==> src/logic/rsp_pkg.sv <==
// package: register map, field layout and codes for the radio state policy block
//
// Notes on behaviour
// with carrier-sense termination set, a receive search ends early on a failed RSSI check.
// with termination set and on-off keying, no carrier sense within 8 symbols ends the search.
// at timer expiry reception continues on sync found, or on preamble quality if checked.
// the 3-bit timeout field resets to 7 and 7 means search until end of packet.
// the timeout scales as wake period times a factor that halves per step and grows with res.
// software keeps the wake resolution at 0 or 1 when wake-on-radio is in use.
// software enables the RC oscillator before using timeout settings 0 to 6.
// the timeout count is the upper 13 bits of the wake period at 0, one fewer per step.
// the 2-bit clear-channel mode in bits 5:4 resets to 3 and drives the clear indication.
// clear is always, below RSSI threshold, not receiving a packet, or both, per mode 0..3.
// after packet reception the next state is bits 3:2: idle, synth-ready tx, tx or rx.
// software never pairs a post-receive tx or synth-ready tx with clear-gated transmission.
// after packet transmission the next state is bits 1:0: idle, synth-ready tx, tx or rx.
// unused upper bits of both configuration registers read zero and ignore writes.
package rsp_pkg;

    // register indices; byte address is four times the index
    localparam logic [7:0]  RSP_RXT_IDX        = 8'h16;
    localparam logic [7:0]  RSP_PPS_IDX        = 8'h17;
    localparam logic [7:0]  RSP_WAKE_IDX       = 8'h20;
    localparam logic [7:0]  RSP_STAT_IDX       = 8'h21;
    localparam logic [9:0]  RSP_RXT_ADDR       = {RSP_RXT_IDX, 2'b00};
    localparam logic [9:0]  RSP_PPS_ADDR       = {RSP_PPS_IDX, 2'b00};
    localparam logic [9:0]  RSP_WAKE_ADDR      = {RSP_WAKE_IDX, 2'b00};
    localparam logic [9:0]  RSP_STAT_ADDR      = {RSP_STAT_IDX, 2'b00};

    // rx_timeout_config fields
    localparam int          RSP_CS_TERM_BIT    = 4;
    localparam int          RSP_QUAL_BIT       = 3;
    localparam int          RSP_RXTIME_LSB     = 0;
    localparam logic [4:0]  RSP_RXT_RESET      = 5'h07;
    localparam logic [2:0]  RSP_RXTIME_NONE    = 3'h7;

    // post_packet_state_config fields
    localparam int          RSP_CCA_LSB        = 4;
    localparam int          RSP_RXOFF_LSB      = 2;
    localparam int          RSP_TXOFF_LSB      = 0;
    localparam logic [5:0]  RSP_PPS_RESET      = 6'h30;

    // wake config: period in 15:0, resolution in 17:16
    localparam int          RSP_WRES_LSB       = 16;
    localparam logic [15:0] RSP_WAKE_PER_RESET = 16'h8000;
    localparam logic [1:0]  RSP_WRES_RESET     = 2'h0;

    // counting rules
    localparam logic [4:0]  RSP_MSB_DROP       = 5'h03;
    localparam logic [3:0]  RSP_OOK_SYMBOLS    = 4'h8;

    // radio states named by the next-state fields
    localparam logic [1:0]  RSP_ST_IDLE        = 2'h0;
    localparam logic [1:0]  RSP_ST_FSTX        = 2'h1;
    localparam logic [1:0]  RSP_ST_TX          = 2'h2;
    localparam logic [1:0]  RSP_ST_RX          = 2'h3;

    // clear channel modes
    localparam logic [1:0]  RSP_CCA_ALWAYS     = 2'h0;
    localparam logic [1:0]  RSP_CCA_RSSI       = 2'h1;
    localparam logic [1:0]  RSP_CCA_NOPKT      = 2'h2;
    localparam logic [1:0]  RSP_CCA_BOTH       = 2'h3;

    typedef enum logic [1:0] {
        RSP_RX_OFF,
        RSP_RX_SEARCH,
        RSP_RX_HOLD
    } rsp_rx_e;

endpackage

==> src/logic/rsp_radio_state_policy.sv <==
// module: policy registers and receive-timeout logic of the main radio control state machine
`timescale 1ns/1ps
module rsp_radio_state_policy (
    input  wire logic        pclk,
    input  wire logic        presetn,
    input  wire logic        psel,
    input  wire logic        penable,
    input  wire logic        pwrite,
    input  wire logic [11:0] paddr,
    input  wire logic [31:0] pwdata,
    output logic      [31:0] prdata,
    output logic             pready,
    output logic             pslverr,
    input  wire logic        rc_tick,
    input  wire logic        symbol_tick,
    input  wire logic        ook_selected,
    input  wire logic        rx_start,
    input  wire logic        rx_stop,
    input  wire logic        rssi_valid,
    input  wire logic        carrier_sense,
    input  wire logic        rssi_below_threshold,
    input  wire logic        receiving_packet,
    input  wire logic        sync_found,
    input  wire logic        preamble_quality_flag,
    input  wire logic        rx_packet_done,
    input  wire logic        tx_packet_done,
    output logic             clear_channel_indication,
    output logic             rx_abort,
    output logic             rx_search_active,
    output logic             next_state_valid,
    output logic      [1:0]  next_state
);

    // ---------------- registers ----------------
    logic [4:0]  rxt_r;
    logic [5:0]  pps_r;
    logic [15:0] wake_event_period_r;
    logic [1:0]  wake_resolution_r;

    wire         access      = psel & penable;
    wire         wr_en       = access & pwrite;
    wire         hit_rxt     = (paddr[9:0] == rsp_pkg::RSP_RXT_ADDR) && (paddr[11:10] == 2'b00);
    wire         hit_pps     = (paddr[9:0] == rsp_pkg::RSP_PPS_ADDR) && (paddr[11:10] == 2'b00);
    wire         hit_wake    = (paddr[9:0] == rsp_pkg::RSP_WAKE_ADDR) && (paddr[11:10] == 2'b00);
    wire         hit_stat    = (paddr[9:0] == rsp_pkg::RSP_STAT_ADDR) && (paddr[11:10] == 2'b00);
    wire         hit_any     = hit_rxt | hit_pps | hit_wake | hit_stat;

    // field views
    wire         carrier_sense_termination = rxt_r[rsp_pkg::RSP_CS_TERM_BIT];
    wire         timeout_quality_check     = rxt_r[rsp_pkg::RSP_QUAL_BIT];
    wire  [2:0]  rx_time                   = rxt_r[rsp_pkg::RSP_RXTIME_LSB +: 3];
    wire  [1:0]  clear_channel_mode        = pps_r[rsp_pkg::RSP_CCA_LSB +: 2];
    wire  [1:0]  after_receive_state       = pps_r[rsp_pkg::RSP_RXOFF_LSB +: 2];
    wire  [1:0]  after_transmit_state      = pps_r[rsp_pkg::RSP_TXOFF_LSB +: 2];

    // single-cycle answer; status register and unmapped addresses are not writable
    assign pready  = 1'b1;
    assign pslverr = access & (~hit_any | (pwrite & hit_stat));

    always_ff @(posedge pclk or negedge presetn) begin
        if (!presetn) begin
            rxt_r <= rsp_pkg::RSP_RXT_RESET;
        // timeout field held here, reset 7
        end else if (wr_en && hit_rxt) begin
            // bits 7:5 dropped
            rxt_r <= pwdata[4:0];
        end
    end

    always_ff @(posedge pclk or negedge presetn) begin
        if (!presetn) begin
            pps_r <= rsp_pkg::RSP_PPS_RESET;
        // clear mode in 5:4, reset 3
        end else if (wr_en && hit_pps) begin
            // bits 7:6 dropped
            pps_r <= pwdata[5:0];
        end
    end

    always_ff @(posedge pclk or negedge presetn) begin
        if (!presetn) begin
            wake_event_period_r <= rsp_pkg::RSP_WAKE_PER_RESET;
        end else if (wr_en && hit_wake) begin
            wake_event_period_r <= pwdata[15:0];
        end
    end

    // large resolutions stretch the timeout a lot; nothing here limits them
    always_ff @(posedge pclk or negedge presetn) begin
        if (!presetn) begin
            wake_resolution_r <= rsp_pkg::RSP_WRES_RESET;
        end else if (wr_en && hit_wake) begin
            wake_resolution_r <= pwdata[rsp_pkg::RSP_WRES_LSB +: 2];
        end
    end

    // ---------------- receive timeout ----------------
    rsp_pkg::rsp_rx_e rx_state_r;
    rsp_pkg::rsp_rx_e rx_state_nxt;
    logic [16:0] tmo_cnt_r;
    logic [16:0] tmo_cnt_nxt;
    logic [3:0]  sym_cnt_r;
    logic [3:0]  sym_cnt_nxt;
    logic        cs_seen_r;
    logic        cs_seen_nxt;
    logic        abort_nxt;
    logic        last_abort_r;
    logic        last_abort_nxt;

    // keep upper 13 bits at setting 0, one fewer per step
    wire  [4:0]  msb_shift   = rsp_pkg::RSP_MSB_DROP + {2'b00, rx_time};
    wire  [15:0] period_msbs = wake_event_period_r >> msb_shift;
    // factor grows 1, 5, 9, 13 with the wake resolution
    wire  [3:0]  res_factor  = {wake_resolution_r, 2'b00} + 4'h1;
    wire  [16:0] tmo_load    = 17'(period_msbs[12:0]) * 17'(res_factor);

    wire         timer_on    = (rx_time != rsp_pkg::RSP_RXTIME_NONE);
    wire         timer_fire  = timer_on & rc_tick & (tmo_cnt_r <= 17'h0_0001);
    // sync word, or preamble quality when checked
    wire         keep_rx     = sync_found | (timeout_quality_check & preamble_quality_flag);
    // failed RSSI check ends the search at once
    wire         cs_fail     = carrier_sense_termination & ~ook_selected &
                               rssi_valid & ~carrier_sense;
    // on-off keying waits 8 symbols for carrier sense
    wire         ook_fail    = carrier_sense_termination & ook_selected & symbol_tick &
                               ~cs_seen_r & ~carrier_sense &
                               (sym_cnt_r == rsp_pkg::RSP_OOK_SYMBOLS - 4'h1);

    // a finished packet whose next state is receive re-arms the search
    wire         rx_rearm    = (rx_packet_done && after_receive_state == rsp_pkg::RSP_ST_RX) ||
                               (tx_packet_done && after_transmit_state == rsp_pkg::RSP_ST_RX);
    wire         arm         = rx_start | rx_rearm;

    // both counters saturate so stray ticks after expiry never wrap them
    wire         tmo_dec     = rc_tick && (tmo_cnt_r != 17'h0_0000);
    wire         sym_inc     = symbol_tick && (sym_cnt_r != rsp_pkg::RSP_OOK_SYMBOLS);
    wire         search_fail = cs_fail | ook_fail;

    always_comb begin
        rx_state_nxt   = rx_state_r;
        tmo_cnt_nxt    = tmo_cnt_r;
        sym_cnt_nxt    = sym_cnt_r;
        cs_seen_nxt    = cs_seen_r | carrier_sense;
        abort_nxt      = 1'b0;
        last_abort_nxt = last_abort_r;
        if (arm) begin
            rx_state_nxt   = rsp_pkg::RSP_RX_SEARCH;
            tmo_cnt_nxt    = tmo_load;
            sym_cnt_nxt    = 4'h0;
            cs_seen_nxt    = 1'b0;
            last_abort_nxt = 1'b0;
        end else if (rx_stop || rx_packet_done) begin
            rx_state_nxt = rsp_pkg::RSP_RX_OFF;
        end else begin
            case (rx_state_r)
                rsp_pkg::RSP_RX_SEARCH: begin
                    if (tmo_dec) begin
                        tmo_cnt_nxt = tmo_cnt_r - 17'h0_0001;
                    end
                    if (sym_inc) begin
                        sym_cnt_nxt = sym_cnt_r + 4'h1;
                    end
                    if (sync_found) begin
                        // packet found; timer no longer matters
                        rx_state_nxt = rsp_pkg::RSP_RX_HOLD;
                    end else if (search_fail) begin
                        rx_state_nxt   = rsp_pkg::RSP_RX_OFF;
                        abort_nxt      = 1'b1;
                        last_abort_nxt = 1'b1;
                    // setting 7 never fires, search runs to packet end
                    end else if (timer_fire) begin
                        // decide at expiry
                        if (keep_rx) begin
                            rx_state_nxt = rsp_pkg::RSP_RX_HOLD;
                        end else begin
                            rx_state_nxt   = rsp_pkg::RSP_RX_OFF;
                            abort_nxt      = 1'b1;
                            last_abort_nxt = 1'b1;
                        end
                    end
                end
                rsp_pkg::RSP_RX_HOLD: begin
                    rx_state_nxt = rsp_pkg::RSP_RX_HOLD;
                end
                rsp_pkg::RSP_RX_OFF: begin
                    rx_state_nxt = rsp_pkg::RSP_RX_OFF;
                end
                default: begin
                    rx_state_nxt = rsp_pkg::RSP_RX_OFF;
                end
            endcase
        end
    end

    always_ff @(posedge pclk or negedge presetn) begin
        if (!presetn) begin
            rx_state_r <= rsp_pkg::RSP_RX_OFF;
        end else begin
            rx_state_r <= rx_state_nxt;
        end
    end

    always_ff @(posedge pclk or negedge presetn) begin
        if (!presetn) begin
            tmo_cnt_r <= 17'h0_0000;
        end else begin
            tmo_cnt_r <= tmo_cnt_nxt;
        end
    end

    always_ff @(posedge pclk or negedge presetn) begin
        if (!presetn) begin
            sym_cnt_r <= 4'h0;
        end else begin
            sym_cnt_r <= sym_cnt_nxt;
        end
    end

    always_ff @(posedge pclk or negedge presetn) begin
        if (!presetn) begin
            cs_seen_r <= 1'b0;
        end else begin
            cs_seen_r <= cs_seen_nxt;
        end
    end

    // registered so the abort pulse is glitch free and exactly one cycle
    always_ff @(posedge pclk or negedge presetn) begin
        if (!presetn) begin
            rx_abort <= 1'b0;
        end else begin
            rx_abort <= abort_nxt;
        end
    end

    // sticky until the next arm so software can still read why the search ended
    always_ff @(posedge pclk or negedge presetn) begin
        if (!presetn) begin
            last_abort_r <= 1'b0;
        end else begin
            last_abort_r <= last_abort_nxt;
        end
    end

    assign rx_search_active = (rx_state_r == rsp_pkg::RSP_RX_SEARCH);

    // ---------------- clear channel ----------------
    logic cca_nxt;

    // mode picks the criterion
    always_comb begin
        case (clear_channel_mode)
            rsp_pkg::RSP_CCA_ALWAYS: cca_nxt = 1'b1;
            rsp_pkg::RSP_CCA_RSSI:   cca_nxt = rssi_below_threshold;
            rsp_pkg::RSP_CCA_NOPKT:  cca_nxt = ~receiving_packet;
            rsp_pkg::RSP_CCA_BOTH:   cca_nxt = rssi_below_threshold & ~receiving_packet;
            default:                 cca_nxt = 1'b0;
        endcase
    end

    always_ff @(posedge pclk or negedge presetn) begin
        if (!presetn) begin
            clear_channel_indication <= 1'b0;
        end else begin
            // presented on the indication output
            clear_channel_indication <= cca_nxt;
        end
    end

    // ---------------- next state after a packet ----------------
    // receive end takes priority if both finish together, radio can only be in one
    always_ff @(posedge pclk or negedge presetn) begin
        if (!presetn) begin
            next_state_valid <= 1'b0;
        end else begin
            next_state_valid <= rx_packet_done | tx_packet_done;
        end
    end

    always_ff @(posedge pclk or negedge presetn) begin
        if (!presetn) begin
            next_state <= rsp_pkg::RSP_ST_IDLE;
        end else if (rx_packet_done) begin
            // post-receive state
            next_state <= after_receive_state;
        end else if (tx_packet_done) begin
            // post-transmit state
            next_state <= after_transmit_state;
        end
    end

    // ---------------- read back ----------------
    wire [31:0] rd_rxt  = {27'h000_0000, rxt_r};
    wire [31:0] rd_pps  = {26'h000_0000, pps_r};
    wire [31:0] rd_wake = {14'h0000, wake_resolution_r, wake_event_period_r};
    wire        stat_hold = (rx_state_r == rsp_pkg::RSP_RX_HOLD);
    wire [31:0] rd_stat = {27'h000_0000, clear_channel_indication, last_abort_r,
                           stat_hold, rx_search_active,
                           timer_on};

    // reserved bits return zero
    assign prdata = hit_rxt  ? rd_rxt  :
                    hit_pps  ? rd_pps  :
                    hit_wake ? rd_wake :
                    hit_stat ? rd_stat : 32'h0000_0000;

endmodule

==> config.mk <==
export PLATFORM = sky130hd
export DESIGN_NAME = rsp_radio_state_policy
export DESIGN_NICKNAME = d
export VERILOG_FILES = /design/src/logic/rsp_pkg.sv /design/src/logic/rsp_radio_state_policy.sv
export SDC_FILE = /design/constraint.sdc
export NUM_CORES = 1
export LEC_CHECK = 0
export ABC_AREA = 0
export BUFFER_PORTS_ARGS = -buffer_cell sky130_fd_sc_hd__buf_2
export CAP_MARGIN = 20
export CORE_UTILIZATION = 45
export CTS_CLUSTER_SIZE = 10
export DETAILED_ROUTE_END_ITERATION = 10
export HOLD_SLACK_MARGIN = 0.05
export PLACE_DENSITY = 0.7
export SYNTH_ARGS = -nofsm -noshare
export SYNTH_HDL_FRONTEND = slang
export SYNTH_SLANG_ARGS = --single-unit
==> constraint.sdc <==
create_clock -name pclk -period 3.6 [get_ports pclk]
set_clock_uncertainty 0.1 [all_clocks]
set_input_delay 0.54 -clock pclk [delete_from_list [all_inputs] [get_ports pclk]]
set_output_delay 0.54 -clock pclk [all_outputs]
set_load 0.01 [all_outputs]
# Word-level counts from Yosys, hierarchy flattened
# Index checks and enable logic that the tools add are counted.
[word_totals]
regBits = 59
in_bits = 62
elab_cells = 129
[op_classes]
add_sub_neg = 4
n_mul = 1
n_lt_le_gt_ge = 1
eq_ne = 18
n_shift = 1
mux = 37
bitwise = 30
n_reduce_logical = 24
[ops]
columns = ["op", "n"]
rows = [
  ["17-bit 2-to-1 mux", 4],
  ["18-bit 2-to-1 mux", 3],
  ["10-bit by 7-bit == test with 1-bit output, second input constant", 2],
  ["10-bit by 8-bit == test with 1-bit output, second input constant", 2],
  ["17-bit by 1-bit <= comparator with 1-bit output, second input constant", 1],
  ["13-bit by 4-bit multiplier with 17-bit output", 1],
  ["17-bit nonzero test", 1],
  ["17-bit by 1-bit subtractor with 17-bit output, second input constant", 1],
  ["1-bit AND", 16],
  ["2-bit 2-to-1 mux", 8],
  ["4-bit 2-to-1 mux", 4],
  ["16-bit by 4-bit >> shifter with 13-bit output", 1],
  ["1-bit 2-to-1 mux", 15],
  ["1-bit logical AND", 11],
  ["2-bit == test, second input constant", 5],
  ["1-bit bitwise OR", 9],
  ["4-bit by 1-bit adder with 4-bit output, second input constant", 2],
  ["2-bit nonzero test", 4],
  ["6-bit by 2-bit inequality test with 1-bit output, second input constant", 1],
  ["3-bit AND reduction", 2],
  ["5-bit 2-to-1 mux", 1],
  ["1-bit inverter", 5],
  ["5-bit AND reduction", 1],
  ["2-bit by 3-bit adder with 4-bit output, first input constant", 1],
  ["other kinds (12)", 15],
]

# Depth between registers and ports, before layout
[depth]
word_depth = 11
ltp_mapped = 18

# Least setup slack after synthesis
# OpenSTA, ideal clock, no wires.
[synth_path]
path_kind = "register -> register"
start = "register rxt_r[0]"
end = "register tmo_cnt_r[13]"
setup_time_ps = 138
arrival_time_ps = 3761
t_required_ps = 3362
slack_ps = -399
path_stages_with_launch = 18
synth_period_minus_slack_ps = 3999
cell_sequence = "dfstp_2 > buf_2 > buf_2 > mux2i_1 > a21oi_1 > mux2i_1 > nor2b_1 > ha_1 > inv_1 > fa_1 > inv_1 > ha_1 > o211ai_1 > a21oi_1 > o31a_1 > a31oi_1 > xor2_1 > o21ai_0"
[synth_between]
elab_chain_len = 4
[synth_rtl]
columns = ["element", "line", "rtl"]
rows = [
  ["start: declaration", "rsp_radio_state_policy.sv:35", "logic [4:0] rxt_r;"],
  ["start signal: assignment", "rsp_radio_state_policy.sv:62", "rxt_r <= rsp_pkg::RSP_RXT_RESET;"],
  ["start signal: assignment", "rsp_radio_state_policy.sv:66", "rxt_r <= pwdata[4:0];"],
  ["2-bit by 3-bit adder with 4-bit output", "rsp_radio_state_policy.sv:111", "wire [4:0] msb_shift = rsp_pkg::RSP_MSB_DROP + {2'b00, rx_time};"],
  ["16-bit by 4-bit >> shifter with 13-bit output", "rsp_radio_state_policy.sv:112", "wire [15:0] period_msbs = wake_event_period_r >> msb_shift;"],
  ["13-bit by 4-bit multiplier with 17-bit output", "rsp_radio_state_policy.sv:115", "wire [16:0] tmo_load = 17'(period_msbs[12:0]) * 17'(res_factor);"],
  ["17-bit 2-to-1 mux", "rsp_radio_state_policy.sv:146", "if (arm) begin"],
  ["end signal: assignment", "rsp_radio_state_policy.sv:207", "tmo_cnt_r <= tmo_cnt_nxt;"],
  ["end: declaration", "rsp_radio_state_policy.sv:100", "logic [16:0] tmo_cnt_r;"],
]
# Every way passes these cells.
# A chain may end at the register's enable or synchronous reset.

# Final worst setup path
# Ends and elaborated chain as after synthesis.

==> flow_summary.ini <==
[worst_setup_path]
critPathMaxFanout = 8
critPathCapture = tmo_cnt_r[13]
max_stage_delay_ns = 0.67
arrival_ns = 4.15
ff2ff_path_depth = 17
r2r_end = tmo_cnt_r[13]
worstPathCellList = buf_6, mux2i_4, nand2_2, a21oi_2, a21oi_2, and2_1, ha_1, inv_2, fa_1, inv_2, ha_4, o211ai_1, a21oi_4, o31a_1, a31oi_2, xor2_1, o21ai_1
cp-start-kind = flip-flop
path_class = reg -> reg
slowest_stage = dfstp_2
required_ns = 3.71
crit_start = rxt_r[0]
r2r_slack_ns = -0.44
r2r_start = rxt_r[0]
crit_path_end_kind = flip-flop

[clock_network]
postCtsHoldBufs = 0
clk_pin_slew_ns = 0.08
clock_latency_ns = 0.35
clkSinkCount = 59
cts_htree_levels = 3
clockRootBuffer = clkbuf_8
cts_buffers = 9
clk_path_buf_depth = 2
tritoncts = yes

[sta]
grt_setup_unrepaired = yes
setup_violations = 11
min_period_ns = 4.04
finalWorstSetupSlack_ns = -0.439
timing.final.hold_violations = 0
relSlewSlack = 0.588
period_share = 1.12
slew_violations = 0
worst_pin_slew_ns = 0.618
fmax_ghz = 0.248

[synth]
yosys_warnings = 0
synth_cells = 519
synth_fa_ha_area_frac = 0.134
muxShareOfSynthArea = 0.130
synth_edf_count = 0
synth-xor-area-share = 0.0416
avgSynthCellArea_um2 = 9.33
synth_top_family_by_area = simple AND/OR/NAND/NOR gates
ys_seq_area_frac = 0.307
synth-seq-cells = 59
ys.flop_type = dfrtp_1
synth_cell_types = 59
async_flop_share = 1.00
synth-compound-area-share = 0.112
syn_area_um2 = 4840
synth-simple-area-share = 0.199

[cells_and_area]
diodes = 0
area_growth_pct = 30.9
ff_latch_area_um2 = 1480
utilization = 0.611
final_cell_area_um2 = 6340
nets = 758
multi_input_area_um2 = 3440
n_fill_cell = 860
drive_gt1_frac = 0.386

[floorplan]
initial_utilization = 0.467
die-height_um = 106
io_pins = 102
core_area_um2 = 10400
rows = 37
die_x_um = 106
die_area_um2 = 11200

[route]
first_pass_iters = 5
remaining_drc_errors = 0
final_antenna_net_count = 0
dr_total_vias = 4204
routedWlPerCell_um = 14.9
viasPerCell = 5.31
first_iter_violations = 175
routed_wl_um = 11800

[place]
dp_hpwl_um = 8400
port_buffers = 72
gp_congestion = 0.845
pre_cts_ws_ns = -0.313
dpl-instance-area_um2 = 5680

[global_routing]
grt_overflow = 0
use_met2 = 0.354
grtUsageMet1 = 0.266
grt_util_met3 = 0.0315
top_usage_layer = met2
grt_pass1_vias = 4110
grt_max_degree = 40
grtUsageTotal = 0.209
grt_pass1_wl_um = 18700
antenna_found_initial = 0

[pwr]
power_density_nw_per_um2 = 220
total_power_mw = 1.39
peakVddDrop_uv = 188
leakagePower_nw = 3.12

[run]
cap_violations = 0

[run_status]
violations = setup timing
status = finished, violations left

[worst_hold_path]
hold_path_class = in -> async
==> metal layers <==
metal  share of wire  up-vias
met5               0        -
met4           0.023        0
met3           0.045       19
met2            0.50      126
met1            0.43     2018
li1                -     2041
==> layout by cell type (no fill, tap or decap), types with 6 or more instances in the layout <==
master    instances
a21o_1            7
a21oi_1          10
a21oi_2          11
a22oi_1           7
and2_1           23
buf_2            72
buf_4            61
buf_6             8
clkbuf_8         10
conb_1           15
dfrtp_1          53
dfstp_2           6
fa_1              8
ha_1             25
ha_4              9
inv_1            29
inv_2             7
mux2_1           15
mux2_4           11
mux2i_1          14
nand2_1          43
nand3_1           7
nor2_1           25
nor2b_1          17
nor3_1            8
o21ai_0           8
o21ai_1          14
xnor2_1           9
xor2_1           12
==> power breakdown <==
part / internal [mW] / switching [mW]
Combinational: 0.0516 / 0.0803
Sequential: 0.672 / 0.00942
Clock: 0.273 / 0.307
Total: 0.997 / 0.396
==> cells in the mapped netlist (14+ instances only) <==
master | number | share of area
a21oi_1 | 25 | 0.026
and2_1 | 25 | 0.032
buf_4 | 16 | 0.025
dfrtp_1 | 53 | 0.27
ha_1 | 36 | 0.093
inv_1 | 37 | 0.029
mux2_1 | 15 | 0.035
mux2i_1 | 23 | 0.048
nand2_1 | 45 | 0.035
nor2_1 | 28 | 0.022
nor2b_1 | 18 | 0.023
o21ai_1 | 14 | 0.014
==> registers in the layout, indices dropped and copies added (netlist names) <==
signal,cells
wake_event_period_r,16
next_state_valid,1
cs_seen_r,1
wake_resolution_r,2
rx_abort,1
rx_state_r,2
sym_cnt_r,4
next_state,2
clear_channel_indication,1
tmo_cnt_r,17
rxt_r,5
last_abort_r,1
pps_r,6
==> metrics by stage <==
step / std cells / TNS, ns / hold slack [ns]
floorplan: 532 / -0.0948 / 0.144
global placement: 754 / -1.37 / 0.378
detailed placement: 754 / -1.93 / 0.393
CTS: 776 / -1.86 / 0.0822
global route: 791 / -4.89 / 0.0956
finish: 791 / -3.13 / 0.0668
==> final cells by class <==
type / instances / share of cell area
clock buffers: 10 / 0.0217
clock inverters: 6 / 0.00770
inverters: 38 / 0.0231
multi-input cells: 401 / 0.543
flip-flops and latches: 59 / 0.234
well taps: 136 / 0.0269
repair buffers: 141 / 0.143
==> critical path: cells and delay by family (launching register included) <==
family,cells,cell delay (ns)
buffers and inverters,3,0.27
DFF,1,0.67
AOI/OAI and AO/OA,7,1.15
and+or+nand+nor,2,0.25
xor gates and xnor gates,1,0.17
adders and majority gates,3,1.02
muxes,1,0.26
==> cell families (layout without fill, tap and decap cells) <==
logic type                 Yosys count  in the layout
AOI/OAI and AO/OA                   87             87
and+or+nand+nor                    177            177
xor gates and xnor gates            23             23
adders and majority gates           46             46
DFF                                 59             59
other                                2             15
buffers and inverters               72            195
muxes                               53             53
==> timing repair <==
item                                    4_1_cts  5_1_grt
endpoints found under the setup margin       10       12
pin swaps                                     1       29
gates resized for setup                       7       62
setup buffers                                 6       15
==> worst min path at each step <==
stage	startpoint	to	slack (ns)
final	presetn	sym_cnt_r[1]	0.07
after global routing	presetn	sym_cnt_r[1]	0.1
after CTS	presetn	sym_cnt_r[3]	0.08
after detailed placement	wake_event_period_r[0]	wake_event_period_r[0]	0.39
after global placement	cs_seen_r	cs_seen_r	0.38
after floorplan	presetn	clear_channel_indication	0.14
Note: power is estimated with default switching activity, not from simulation.
